## src/miop_params.svh

```systemverilog
// constants for the i/o port pin logic: port indices and widths
`ifndef MIOP_PARAMS_SVH
`define MIOP_PARAMS_SVH
`define MIOP_PORT_A 2'h0
`define MIOP_PORT_B 2'h1
`define MIOP_PORT_C 2'h2
`define MIOP_PORT_D 2'h3
`define MIOP_WA 8
`define MIOP_WB 8
`define MIOP_WC 4
`define MIOP_WD 2
`define MIOP_LANE_MASK 8'hff
`endif

```

## src/miop_pkg.sv

```systemverilog
// types for the i/o port pin logic
package miop_pkg;
    typedef enum logic [1:0] {
        miop_reg_dir = 2'h0,
        miop_reg_drive = 2'h1,
        miop_reg_ctrl = 2'h2,
        miop_reg_dout = 2'h3
    } miop_reg_sel_t;

    typedef enum logic [2:0] {
        miop_rb_dir = 3'h0,
        miop_rb_drive = 3'h1,
        miop_rb_ctrl = 3'h2,
        miop_rb_dout = 3'h3,
        miop_rb_oe = 3'h4,
        miop_rb_pin = 3'h5
    } miop_rb_sel_t;

    typedef logic [3:0][7:0] miop_bank_t;

    typedef struct packed {
        miop_bank_t dir;
        miop_bank_t drv;
        miop_bank_t ctl;
        miop_bank_t dout;
        miop_bank_t pout;
        miop_bank_t poe;
        logic [7:0] rdata;
        logic omc_clk;
        logic auto_power_down;
        logic standby;
    } miop_state_t;
endpackage

```

## src/miop_sync.sv

```systemverilog
// two-stage synchroniser for asynchronous pin levels
`timescale 1ns/1ps
module miop_sync #(
    parameter int W = 22
) (
    input logic clock,
    input logic rst,
    input logic [W-1:0] d,
    output logic [W-1:0] q
);
    typedef struct packed {
        logic [W-1:0] s1;
        logic [W-1:0] s2;
    } miop_sync_state_t;

    miop_sync_state_t st_reg;
    miop_sync_state_t st_next;

    // first stage feeds only the second stage
    always_comb begin
        st_next = st_reg;
        st_next.s1 = d;
        st_next.s2 = st_reg.s1;
    end

    always_ff @(posedge clock) begin
        if (rst) begin
            st_reg <= '0;
        end else begin
            st_reg <= st_next;
        end
    end

    assign q = st_reg.s2;
endmodule

```

## src/miop_port_logic.sv

```systemverilog
// i/o port pin logic: per-pin registers, output mux, enable, readback, port d functions
`timescale 1ns/1ps
`include "miop_params.svh"
module miop_port_logic
    import miop_pkg::*;
#(
    parameter int WA = `MIOP_WA,
    parameter int WB = `MIOP_WB,
    parameter int WC = `MIOP_WC,
    parameter int WD = `MIOP_WD
) (
    // clock and reset
    input logic clock,
    input logic rst,
    // processor writes
    input logic cpu_wr,
    input miop_reg_sel_t cpu_wr_reg,
    input logic [1:0] cpu_wr_port,
    input logic [7:0] cpu_wdata,
    // processor readback
    input miop_rb_sel_t cpu_rd_src,
    input logic [1:0] cpu_rd_port,
    output logic [7:0] cpu_rdata,
    // build-time configuration
    input logic [WA-1:0] cfg_omc_a,
    input logic [WB-1:0] cfg_omc_b,
    input logic [WC-1:0] cfg_omc_c,
    input logic [WA-1:0] cfg_periph_a,
    input logic cfg_pd1_clk,
    input logic cfg_pd2_csi,
    // logic array and processor sources
    input logic [WA-1:0] omc_out_a,
    input logic [WB-1:0] omc_out_b,
    input logic [WC-1:0] omc_out_c,
    input logic [WA-1:0] pt_oe_a,
    input logic [WB-1:0] pt_oe_b,
    input logic [WC-1:0] pt_oe_c,
    input logic [WD-1:0] pt_oe_d,
    input logic [WA-1:0] periph_data_a,
    input logic [7:0] addr_lat_lo,
    input logic [7:0] addr_lat_hi,
    // port a pins
    input logic [WA-1:0] pin_a_in,
    output logic [WA-1:0] pin_a_out,
    output logic [WA-1:0] pin_a_oe,
    // port b pins
    input logic [WB-1:0] pin_b_in,
    output logic [WB-1:0] pin_b_out,
    output logic [WB-1:0] pin_b_oe,
    // port c pins
    input logic [WC-1:0] pin_c_in,
    output logic [WC-1:0] pin_c_out,
    output logic [WC-1:0] pin_c_oe,
    // port d pins
    input logic [WD-1:0] pin_d_in,
    output logic [WD-1:0] pin_d_out,
    output logic [WD-1:0] pin_d_oe,
    // input macrocell feeds
    output logic [WA-1:0] imc_a,
    output logic [WB-1:0] imc_b,
    output logic [WC-1:0] imc_c,
    output logic [WD-1:0] imc_d,
    // drive type and port d functions
    output logic [WA-1:0] drive_sel_a,
    output logic [WB-1:0] drive_sel_b,
    output logic [WC-1:0] drive_sel_c,
    output logic [WD-1:0] slew_fast_d,
    output logic omc_common_clk,
    output logic auto_power_down_in,
    output logic flash_standby
);
    localparam int WALL = WA + WB + WC + WD;

    ////////////////////////////////////////////////////////////////////////////
    // helpers

    function automatic logic [7:0] port_mask(input logic [1:0] p);
        logic [7:0] m;
        m = 8'h00;
        case (p)
            `MIOP_PORT_A: m = 8'(`MIOP_LANE_MASK >> (8 - WA));
            `MIOP_PORT_B: m = 8'(`MIOP_LANE_MASK >> (8 - WB));
            `MIOP_PORT_C: m = 8'(`MIOP_LANE_MASK >> (8 - WC));
            default: m = 8'(`MIOP_LANE_MASK >> (8 - WD));
        endcase
        return m;
    endfunction

    // address mode beats peripheral, peripheral beats macrocell
    function automatic logic [7:0] out_mux(input logic [7:0] ctl, input logic [7:0] dout,
                                           input logic [7:0] addr, input logic [7:0] per,
                                           input logic [7:0] output_macrocell, input logic [7:0] use_per,
                                           input logic [7:0] use_omc);
        logic [7:0] o;
        o = 8'h00;
        for (int i = 0; i < 8; i++) begin
            if (ctl[i]) begin
                o[i] = addr[i];
            end else if (use_per[i]) begin
                o[i] = per[i];
            end else if (use_omc[i]) begin
                o[i] = output_macrocell[i];
            end else begin
                o[i] = dout[i];
            end
        end
        return o;
    endfunction

    ////////////////////////////////////////////////////////////////////////////
    // pin synchronisation and source alignment

    logic [WALL-1:0] sync_vec;
    miop_bank_t pin_sync;
    miop_bank_t addr_v;
    miop_bank_t per_v;
    miop_bank_t omc_v;
    miop_bank_t use_per_v;
    miop_bank_t use_omc_v;
    miop_bank_t pt_v;
    miop_bank_t addr_cap;
    miop_state_t st_reg;
    miop_state_t st_next;

    miop_sync #(
        .W(WALL)
    ) u_sync (
        .clock(clock),
        .rst(rst),
        .d({pin_d_in, pin_c_in, pin_b_in, pin_a_in}),
        .q(sync_vec)
    );

    assign pin_sync[0] = 8'(sync_vec[WA-1:0]);
    assign pin_sync[1] = 8'(sync_vec[WA+WB-1:WA]);
    assign pin_sync[2] = 8'(sync_vec[WA+WB+WC-1:WA+WB]);
    assign pin_sync[3] = 8'(sync_vec[WALL-1:WA+WB+WC]);
    assign imc_a = sync_vec[WA-1:0];
    assign imc_b = sync_vec[WA+WB-1:WA];
    assign imc_c = sync_vec[WA+WB+WC-1:WA+WB];
    assign imc_d = sync_vec[WALL-1:WA+WB+WC];

    // address only on a and b, peripheral only on a, macrocell on a to c
    assign addr_v = {8'h00, 8'h00, addr_lat_hi, addr_lat_lo};
    assign addr_cap = {8'h00, 8'h00, `MIOP_LANE_MASK, `MIOP_LANE_MASK};
    assign per_v = {8'h00, 8'h00, 8'h00, 8'(periph_data_a)};
    assign use_per_v = {8'h00, 8'h00, 8'h00, 8'(cfg_periph_a)};
    assign omc_v = {8'h00, 8'(omc_out_c), 8'(omc_out_b), 8'(omc_out_a)};
    assign use_omc_v = {8'h00, 8'(cfg_omc_c), 8'(cfg_omc_b), 8'(cfg_omc_a)};
    assign pt_v = {8'(pt_oe_d), 8'(pt_oe_c), 8'(pt_oe_b), 8'(pt_oe_a)};

    ////////////////////////////////////////////////////////////////////////////
    // next state

    always_comb begin
        st_next = st_reg;
        if (cpu_wr) begin
            case (cpu_wr_reg)
                miop_reg_dir: st_next.dir[cpu_wr_port] = cpu_wdata & port_mask(cpu_wr_port);
                miop_reg_drive: st_next.drv[cpu_wr_port] = cpu_wdata & port_mask(cpu_wr_port);
                miop_reg_ctrl: st_next.ctl[cpu_wr_port] = cpu_wdata & port_mask(cpu_wr_port);
                default: st_next.dout[cpu_wr_port] = cpu_wdata & port_mask(cpu_wr_port);
            endcase
        end
        for (int p = 0; p < 4; p++) begin
            // every bit picks its own source
            st_next.pout[p] = out_mux(st_reg.ctl[p] & addr_cap[p], st_reg.dout[p], addr_v[p],
                                      per_v[p], omc_v[p], use_per_v[p], use_omc_v[p])
                              & port_mask(2'(p));
            st_next.poe[p] = (pt_v[p] | st_reg.dir[p]) & port_mask(2'(p));
        end
        // one source at a time onto the read path
        case (cpu_rd_src)
            miop_rb_dir: st_next.rdata = st_reg.dir[cpu_rd_port];
            miop_rb_drive: st_next.rdata = st_reg.drv[cpu_rd_port];
            miop_rb_ctrl: st_next.rdata = st_reg.ctl[cpu_rd_port];
            miop_rb_dout: st_next.rdata = st_reg.dout[cpu_rd_port];
            miop_rb_oe: st_next.rdata = st_reg.poe[cpu_rd_port];
            miop_rb_pin: st_next.rdata = pin_sync[cpu_rd_port] & port_mask(cpu_rd_port);
            default: st_next.rdata = 8'h00;
        endcase
        st_next.omc_clk = cfg_pd1_clk & pin_sync[3][0];
        st_next.auto_power_down = cfg_pd1_clk & pin_sync[3][0];
        // small package has no bit2, so standby is never forced there
        st_next.standby = cfg_pd2_csi & pin_sync[3][1] & (WD > 1);
    end

    always_ff @(posedge clock) begin
        if (rst) begin
            st_reg <= '0;
        end else begin
            st_reg <= st_next;
        end
    end

    ////////////////////////////////////////////////////////////////////////////
    // outputs

    assign cpu_rdata = st_reg.rdata;
    assign pin_a_out = st_reg.pout[0][WA-1:0];
    assign pin_b_out = st_reg.pout[1][WB-1:0];
    assign pin_c_out = st_reg.pout[2][WC-1:0];
    assign pin_d_out = st_reg.pout[3][WD-1:0];
    assign pin_a_oe = st_reg.poe[0][WA-1:0];
    assign pin_b_oe = st_reg.poe[1][WB-1:0];
    assign pin_c_oe = st_reg.poe[2][WC-1:0];
    assign pin_d_oe = st_reg.poe[3][WD-1:0];
    assign drive_sel_a = st_reg.drv[0][WA-1:0];
    assign drive_sel_b = st_reg.drv[1][WB-1:0];
    assign drive_sel_c = st_reg.drv[2][WC-1:0];
    assign slew_fast_d = st_reg.drv[3][WD-1:0];
    assign omc_common_clk = st_reg.omc_clk;
    assign auto_power_down_in = st_reg.auto_power_down;
    assign flash_standby = st_reg.standby;
endmodule

```

## config.mk

```make
export PLATFORM = sky130hd
export DESIGN_NAME = miop_port_logic
export DESIGN_NICKNAME = d
export VERILOG_FILES = /design/src/miop_pkg.sv /design/src/miop_sync.sv /design/src/miop_port_logic.sv
export VERILOG_INCLUDE_DIRS = /design/src
export SDC_FILE = /design/constraint.sdc
export NUM_CORES = 1
export LEC_CHECK = 0
export BUFFER_PORTS_ARGS = -buffer_cell sky130_fd_sc_hd__buf_4
export CORE_ASPECT_RATIO = 1.4
export CORE_UTILIZATION = 50
export DETAILED_ROUTE_END_ITERATION = 16
export PLACE_DENSITY = 0.82
export SYNTH_ARGS = -nofsm -noshare
export SYNTH_HDL_FRONTEND = slang
export SYNTH_SLANG_ARGS = --single-unit
```

## constraint.sdc

```tcl
create_clock -name clock -period 5.9 [get_ports clock]
set_input_delay 1.475 -clock clock [delete_from_list [all_inputs] [get_ports clock]]
set_output_delay 1.475 -clock clock [all_outputs]
set_load 0.01 [all_outputs]
```

Word-level counts from Yosys, hierarchy flattened
Cells that the tools add are included.
W data, S select, Z words.
{"block": "totals", "wordCells": 143, "input_bits": 138, "regBits": 236}
{"block": "op_classes", "mux": 74, "n_reduce_logical": 12, "n_lt_le_gt_ge": 3, "bitwise_logic": 12, "eq_ne": 11}
{"operator": "$bwmux W32", "count": 4}
{"operator": "$mux W8", "count": 16}
{"operator": "$bmux W8 S2", "count": 6}
{"operator": "$pmux W8 S6", "count": 1}
{"operator": "$mux W1", "count": 44}
{"operator": "$and A8 B8 Y8", "count": 5}
{"operator": "$pmux W8 S2", "count": 2}
{"operator": "$demux W8 S2", "count": 1}
{"operator": "$or A8 B8 Y8", "count": 2}
{"operator": "$reduce_and A2 Y1", "count": 4}
{"operator": "$eq A2 B1 Y1 const B", "count": 3}
{"operator": "$eq A2 B2 Y1 const B", "count": 3}
{"operator": "$eq A3 B2 Y1 const B", "count": 2}
{"operator": "$eq A3 B3 Y1 const B", "count": 2}
{"operator": "$logic_not A2 Y1", "count": 3}
{"operator": "$lt A2 B3 Y1 const B", "count": 2}
{"operator": "$or A4 B4 Y4", "count": 1}
{"operator": "$reduce_or A2 Y1", "count": 2}
{"operator": "$eq A3 B1 Y1 const B", "count": 1}
{"operator": "$logic_not A3 Y1", "count": 1}
{"operator": "$reduce_or A3 Y1", "count": 1}
{"operator": "$and A1 B1 Y1", "count": 2}
{"operator": "$ge A2 B1 Y1 const B", "count": 1}
{"operator": "$or A2 B2 Y2", "count": 1}
{"operator": "2 further kinds", "count": 2}

Depth between registers and ports, before layout
{"block": "logic_depth", "ltp_word": 7, "ltp_mapped": 8, "ltp_nobuf": 5}

By module
From an unflattened synthesis, not the netlist that was laid out.
{"block": "unflattened", "hier_cells": 1002, "hier_area_um2": 9511.6}
{"module": "miop_port_logic", "cells_each": 910, "instances": 1, "area_each_um2": 8335.5, "seq_area_each_um2": 3643.5}
{"module": "miop_sync", "cells_each": 92, "instances": 1, "area_each_um2": 1176.1, "seq_area_each_um2": 880.8}

Worst setup path after synthesis
OpenSTA, ideal clock, no wires.
{"block": "synth_timing", "path_type": "input to register", "startpoint": "input port cpu_rd_port[0]", "endpoint": "register st_reg, in the netlist cpu_rdata[2]", "setup_ns": 0.123, "t_arrival_ns": 2.757, "required_time_ns": 5.777, "path_stages": 6, "path_slack_ns": 3.020, "path_cell_list": "buf_6 mux4_2 mux2_2 and3_4 a2111oi_2 o21ai_1"}
{"block": "synth_via", "elab_chain_cells": 6}
{"item": "start, declared", "line_no": "miop_port_logic.sv:22", "rtl": "input logic [1:0] cpu_rd_port,"}
{"item": "$eq A2 B1 Y1 / $logic_not A2 Y1 (equally long branches)", "line_no": "miop_port_logic.sv:80", "rtl": "case (p)"}
{"item": "$reduce_or A2 Y1 (no line)"}
{"item": "$pmux W8 S2", "line_no": "miop_port_logic.sv:80"}
{"item": "$mux W8", "line_no": "miop_port_logic.sv:173", "rtl": "case (cpu_rd_src)"}
{"item": "$and A8 B8 Y8", "line_no": "miop_port_logic.sv:179", "rtl": "miop_rb_pin: st_next.rdata = pin_sync[cpu_rd_port] & port_mask(cpu_rd_port);"}
{"item": "$pmux W8 S6 *", "line_no": "miop_port_logic.sv:173"}
{"item": "end signal, assigned", "line_no": "miop_port_logic.sv:192", "rtl": "st_reg <= st_next;"}
{"item": "end, declared", "line_no": "miop_port_logic.sv:122", "rtl": "miop_state_t st_reg;"}
Every way passes the cells marked *; elsewhere a longest branch is shown, timed or not. The select of a mux whose other input is x is not followed.
A chain may end at the register's enable or synchronous reset.

Worst setup path in the final report
Ends and elaborated chain as after synthesis.

==> reports/metrics.yaml <==
cts_sinks: 226
met3WireLength_um: 1449
fin_crit_ps: 3089
largest_reg_flops: 104
worst_path_max_delay_cell: "buf_4"
syn_nets: 1101
die_h_um: 164.5
rr_endpoint: "cpu_rdata[2]$_SDFF_PP0_"
grt_max_degree: 121
critPathArrivalTime_ps: 3480
antenna_found_initial: 0
worstSetupStartpointType: "primary input"
worst_pin_slew_ps: 926.0
setup_viol: 0
wl_met1_um: 9713
clk_latency_ps: 500
route.met2.wl_um: 12850
synthesis.area_um2: 9433
yosysSeqAreaShare_pct: 47.96
worst-r2r-cell-count: 5
avgRoutedWirePerCell_um: 18.60
status: "finished clean"
dp_hpwl_um: 18560
synthFlopType: "dfxtp_1"
routed_wl_um: 25220
stdcell_area_um2: 11510
synth-edff-count: 0
die_w_um: 118.1
placeableCoreArea_um2: 18530
io_buffer_count: 236
grt_setup_unrepaired: "no"
cp_cell_sequence: "buf_4, mux4_2, mux2_2, and3_4, a2111oi_2, o21ai_1"
p_sw_uw: 759.0
peakVddDrop_v: 0.0002568
start_util_pct: 50.91
clock_power_share_pct: 44.3
via_per_inst: 5.307
ys_types: 40
critical-path-max-stage-delay_ps: 610
antenna_left: 0
required_ps: 6290
cts_tree: "done"
route.detailed.drc: 0
power.internal_mw: 2.629
clockBufferDepth: 3
end_kind: "flip-flop"
powerDensity_nw_per_um2: 294.4
routabilityCongestion: 0.9194
relSlewSlack_pct: 38.14
overflow: 0
cts-buffers-inserted: 21
num-nets-final: 1235
async_flop_share_pct: 0
htree_num_levels: 1
min_path_type: "reg -> reg"
antenna_cells: 0
grt_usage_pct: 25.25
crit_fanout: 49
tns_ps: 0
critPathKind: "in -> reg"
postCtsSetupBuffers: 0
grt_pass1_wl_um: 38010
max_cap_violations: 0
top_layer: "met4"
synth.avg_cell_area_um2: 9.795
yosys.area.top_type_share_pct: 47.96
sw_frac_of_total_pct: 22.40
layout-drive-gt1-share_pct: 26.35
leakage_nw: 5.190
io_pins: 237
slew_violations: 0
clk_pin_slew_ps: 70
pwr-share-seq_pct: 46.9
skew_ps: 15.92
dr.pass1.iters: 5
crit_start: "cpu_rd_port[0]"
r2r_slack_ps: 4200
post_cts_resized: 0
synth-seq-cells: 226
syn_to_final_growth_pct: 22.01
place_area_um2: 10740
period_share_pct: 52.35
power_mw: 3.388
r2r_start: "drive_sel_c[2]$_SDFFE_PP0P_"
fmax_mhz: 323.7
placementRows: 59
finalHoldViolCount: 0
synth_top_area_cell: "dfxtp_1"
num_vias: 7196
endpoint: "cpu_rdata[2]$_SDFF_PP0_"
postCtsHoldBufs: 0
drt-initial-drc-count: 473
p_comb_share_pct: 8.7
die_area_um2: 19430
grt_pass1_vias: 6906
netlist_instances: 963
cts_root_buffer: "clkbuf_16"
ys_warn_count: 0
ys_top_cells_by_area: "dfxtp_1, mux2i_1, nor2_1"
-- metal layers --
metal	track usage, %	vias to the layer above
met2	45.32	281
met3	4.178	65
li1	-	3429
met1	28.80	3421
met5	0	-
met4	13.23	0
-- metrics by stage --
stage | cells | hold slack (ps) | utilization (%) | setup slack, ps
floorplan | 963 | 413.8 | - | 3020
global placement | 1318 | 415.7 | 57.95 | 2339
detailed placement | 1318 | 421.2 | 57.95 | 2305
CTS | 1356 | 434.8 | 62.11 | 2824
global route | 1356 | 452.7 | 62.11 | 2709
finish | 1356 | 426.1 | 62.11 | 2811
-- power groups by stage --
stage | logic (mW) | registers, mW | clock network, mW
3_3_place_gp | 0.291 | 1.62 | 0
2_1_floorplan | 0.174 | 1.62 | 0
6_report | 0.296 | 1.59 | 1.50
5_1_grt | 0.320 | 1.59 | 1.59
4_1_cts | 0.298 | 1.59 | 1.52
3_5_place_dp | 0.296 | 1.62 | 0
-- worst max-delay path, delay by kind of cell --
family                 cells  cell delay (ps)
AO/OA/AOI/OAI              2              290
buffers and inverters      1              610
multiplexers               2              860
AND/OR/NAND/NOR            1              180
-- cell type report --
cell class,instances,area [um^2]
Fill cell,1566,7020
Sequential cell,226,4524
Multi-Input combinational cell,608,4106
Timing Repair Buffer,239,1798
Clock buffer,25,570.5
Tap cell,244,305.3
Clock inverter,13,200.2
Inverter,1,3.754
-- synthesized netlist by cell type, types with 2 or more instances --
cell type	count
o32ai_1	2
nor2b_1	51
nand2b_1	7
nand4_1	6
dfxtp_1	226
nor3_1	5
nor2_2	3
mux2i_1	177
a21o_1	2
clkbuf_1	34
mux2_2	2
and3b_1	2
nor3b_1	3
nand3_1	4
buf_2	8
a211oi_1	4
a22oi_1	6
nor2_1	176
buf_4	80
buf_1	5
mux4_2	9
o22a_1	2
nand2_1	35
o22ai_1	13
o21ai_0	21
a21oi_1	19
and2_1	41
nand3b_1	8
-- cell families after synthesis --
group | Yosys count | share of synthesized area [%]
buffers and inverters | 129 | 8.502
AND/OR/NAND/NOR | 347 | 17.67
AO/OA/AOI/OAI | 73 | 4.696
flip-flops | 226 | 47.96
multiplexers | 188 | 21.17
-- placed cells by master, fill, tap and decap left out, types with 2 or more instances in the layout --
cell type,count
buf_4,238
dfxtp_1,226
mux2i_1,177
nor2_1,176
nor2b_1,51
and2_1,41
nand2_1,35
o21ai_0,21
clkbuf_16,21
a21oi_1,19
o22ai_1,13
mux4_2,9
nand3b_1,8
nand2b_1,7
a22oi_1,6
nand4_1,6
nor3_1,5
clkinv_2,5
bufinv_16,5
a211oi_1,4
nand3_1,4
nor2_2,3
nor3b_1,3
clkbuf_8,3
and3b_1,2
a21o_1,2
o32ai_1,2
mux2_2,2
o22a_1,2
inv_6,2
-- worst min-delay path by stage --
stage	slack (ps)	startpoint	end	cells after the start
3_3_place_gp	420	u_sync.st_next[16]$_SDFF_PP0_	u_sync.q[16]$_SDFF_PP0_	1
2_1_floorplan	410	u_sync.st_next[0]$_SDFF_PP0_	u_sync.q[0]$_SDFF_PP0_	1
5_1_grt	450	u_sync.st_next[9]$_SDFF_PP0_	u_sync.q[9]$_SDFF_PP0_	1
4_1_cts	430	u_sync.st_next[16]$_SDFF_PP0_	u_sync.q[16]$_SDFF_PP0_	1
6_report	430	u_sync.st_next[19]$_SDFF_PP0_	u_sync.q[19]$_SDFF_PP0_	1
3_5_place_dp	420	u_sync.st_next[16]$_SDFF_PP0_	u_sync.q[16]$_SDFF_PP0_	1
No activity file was read; power rests on OpenSTA's default activity.
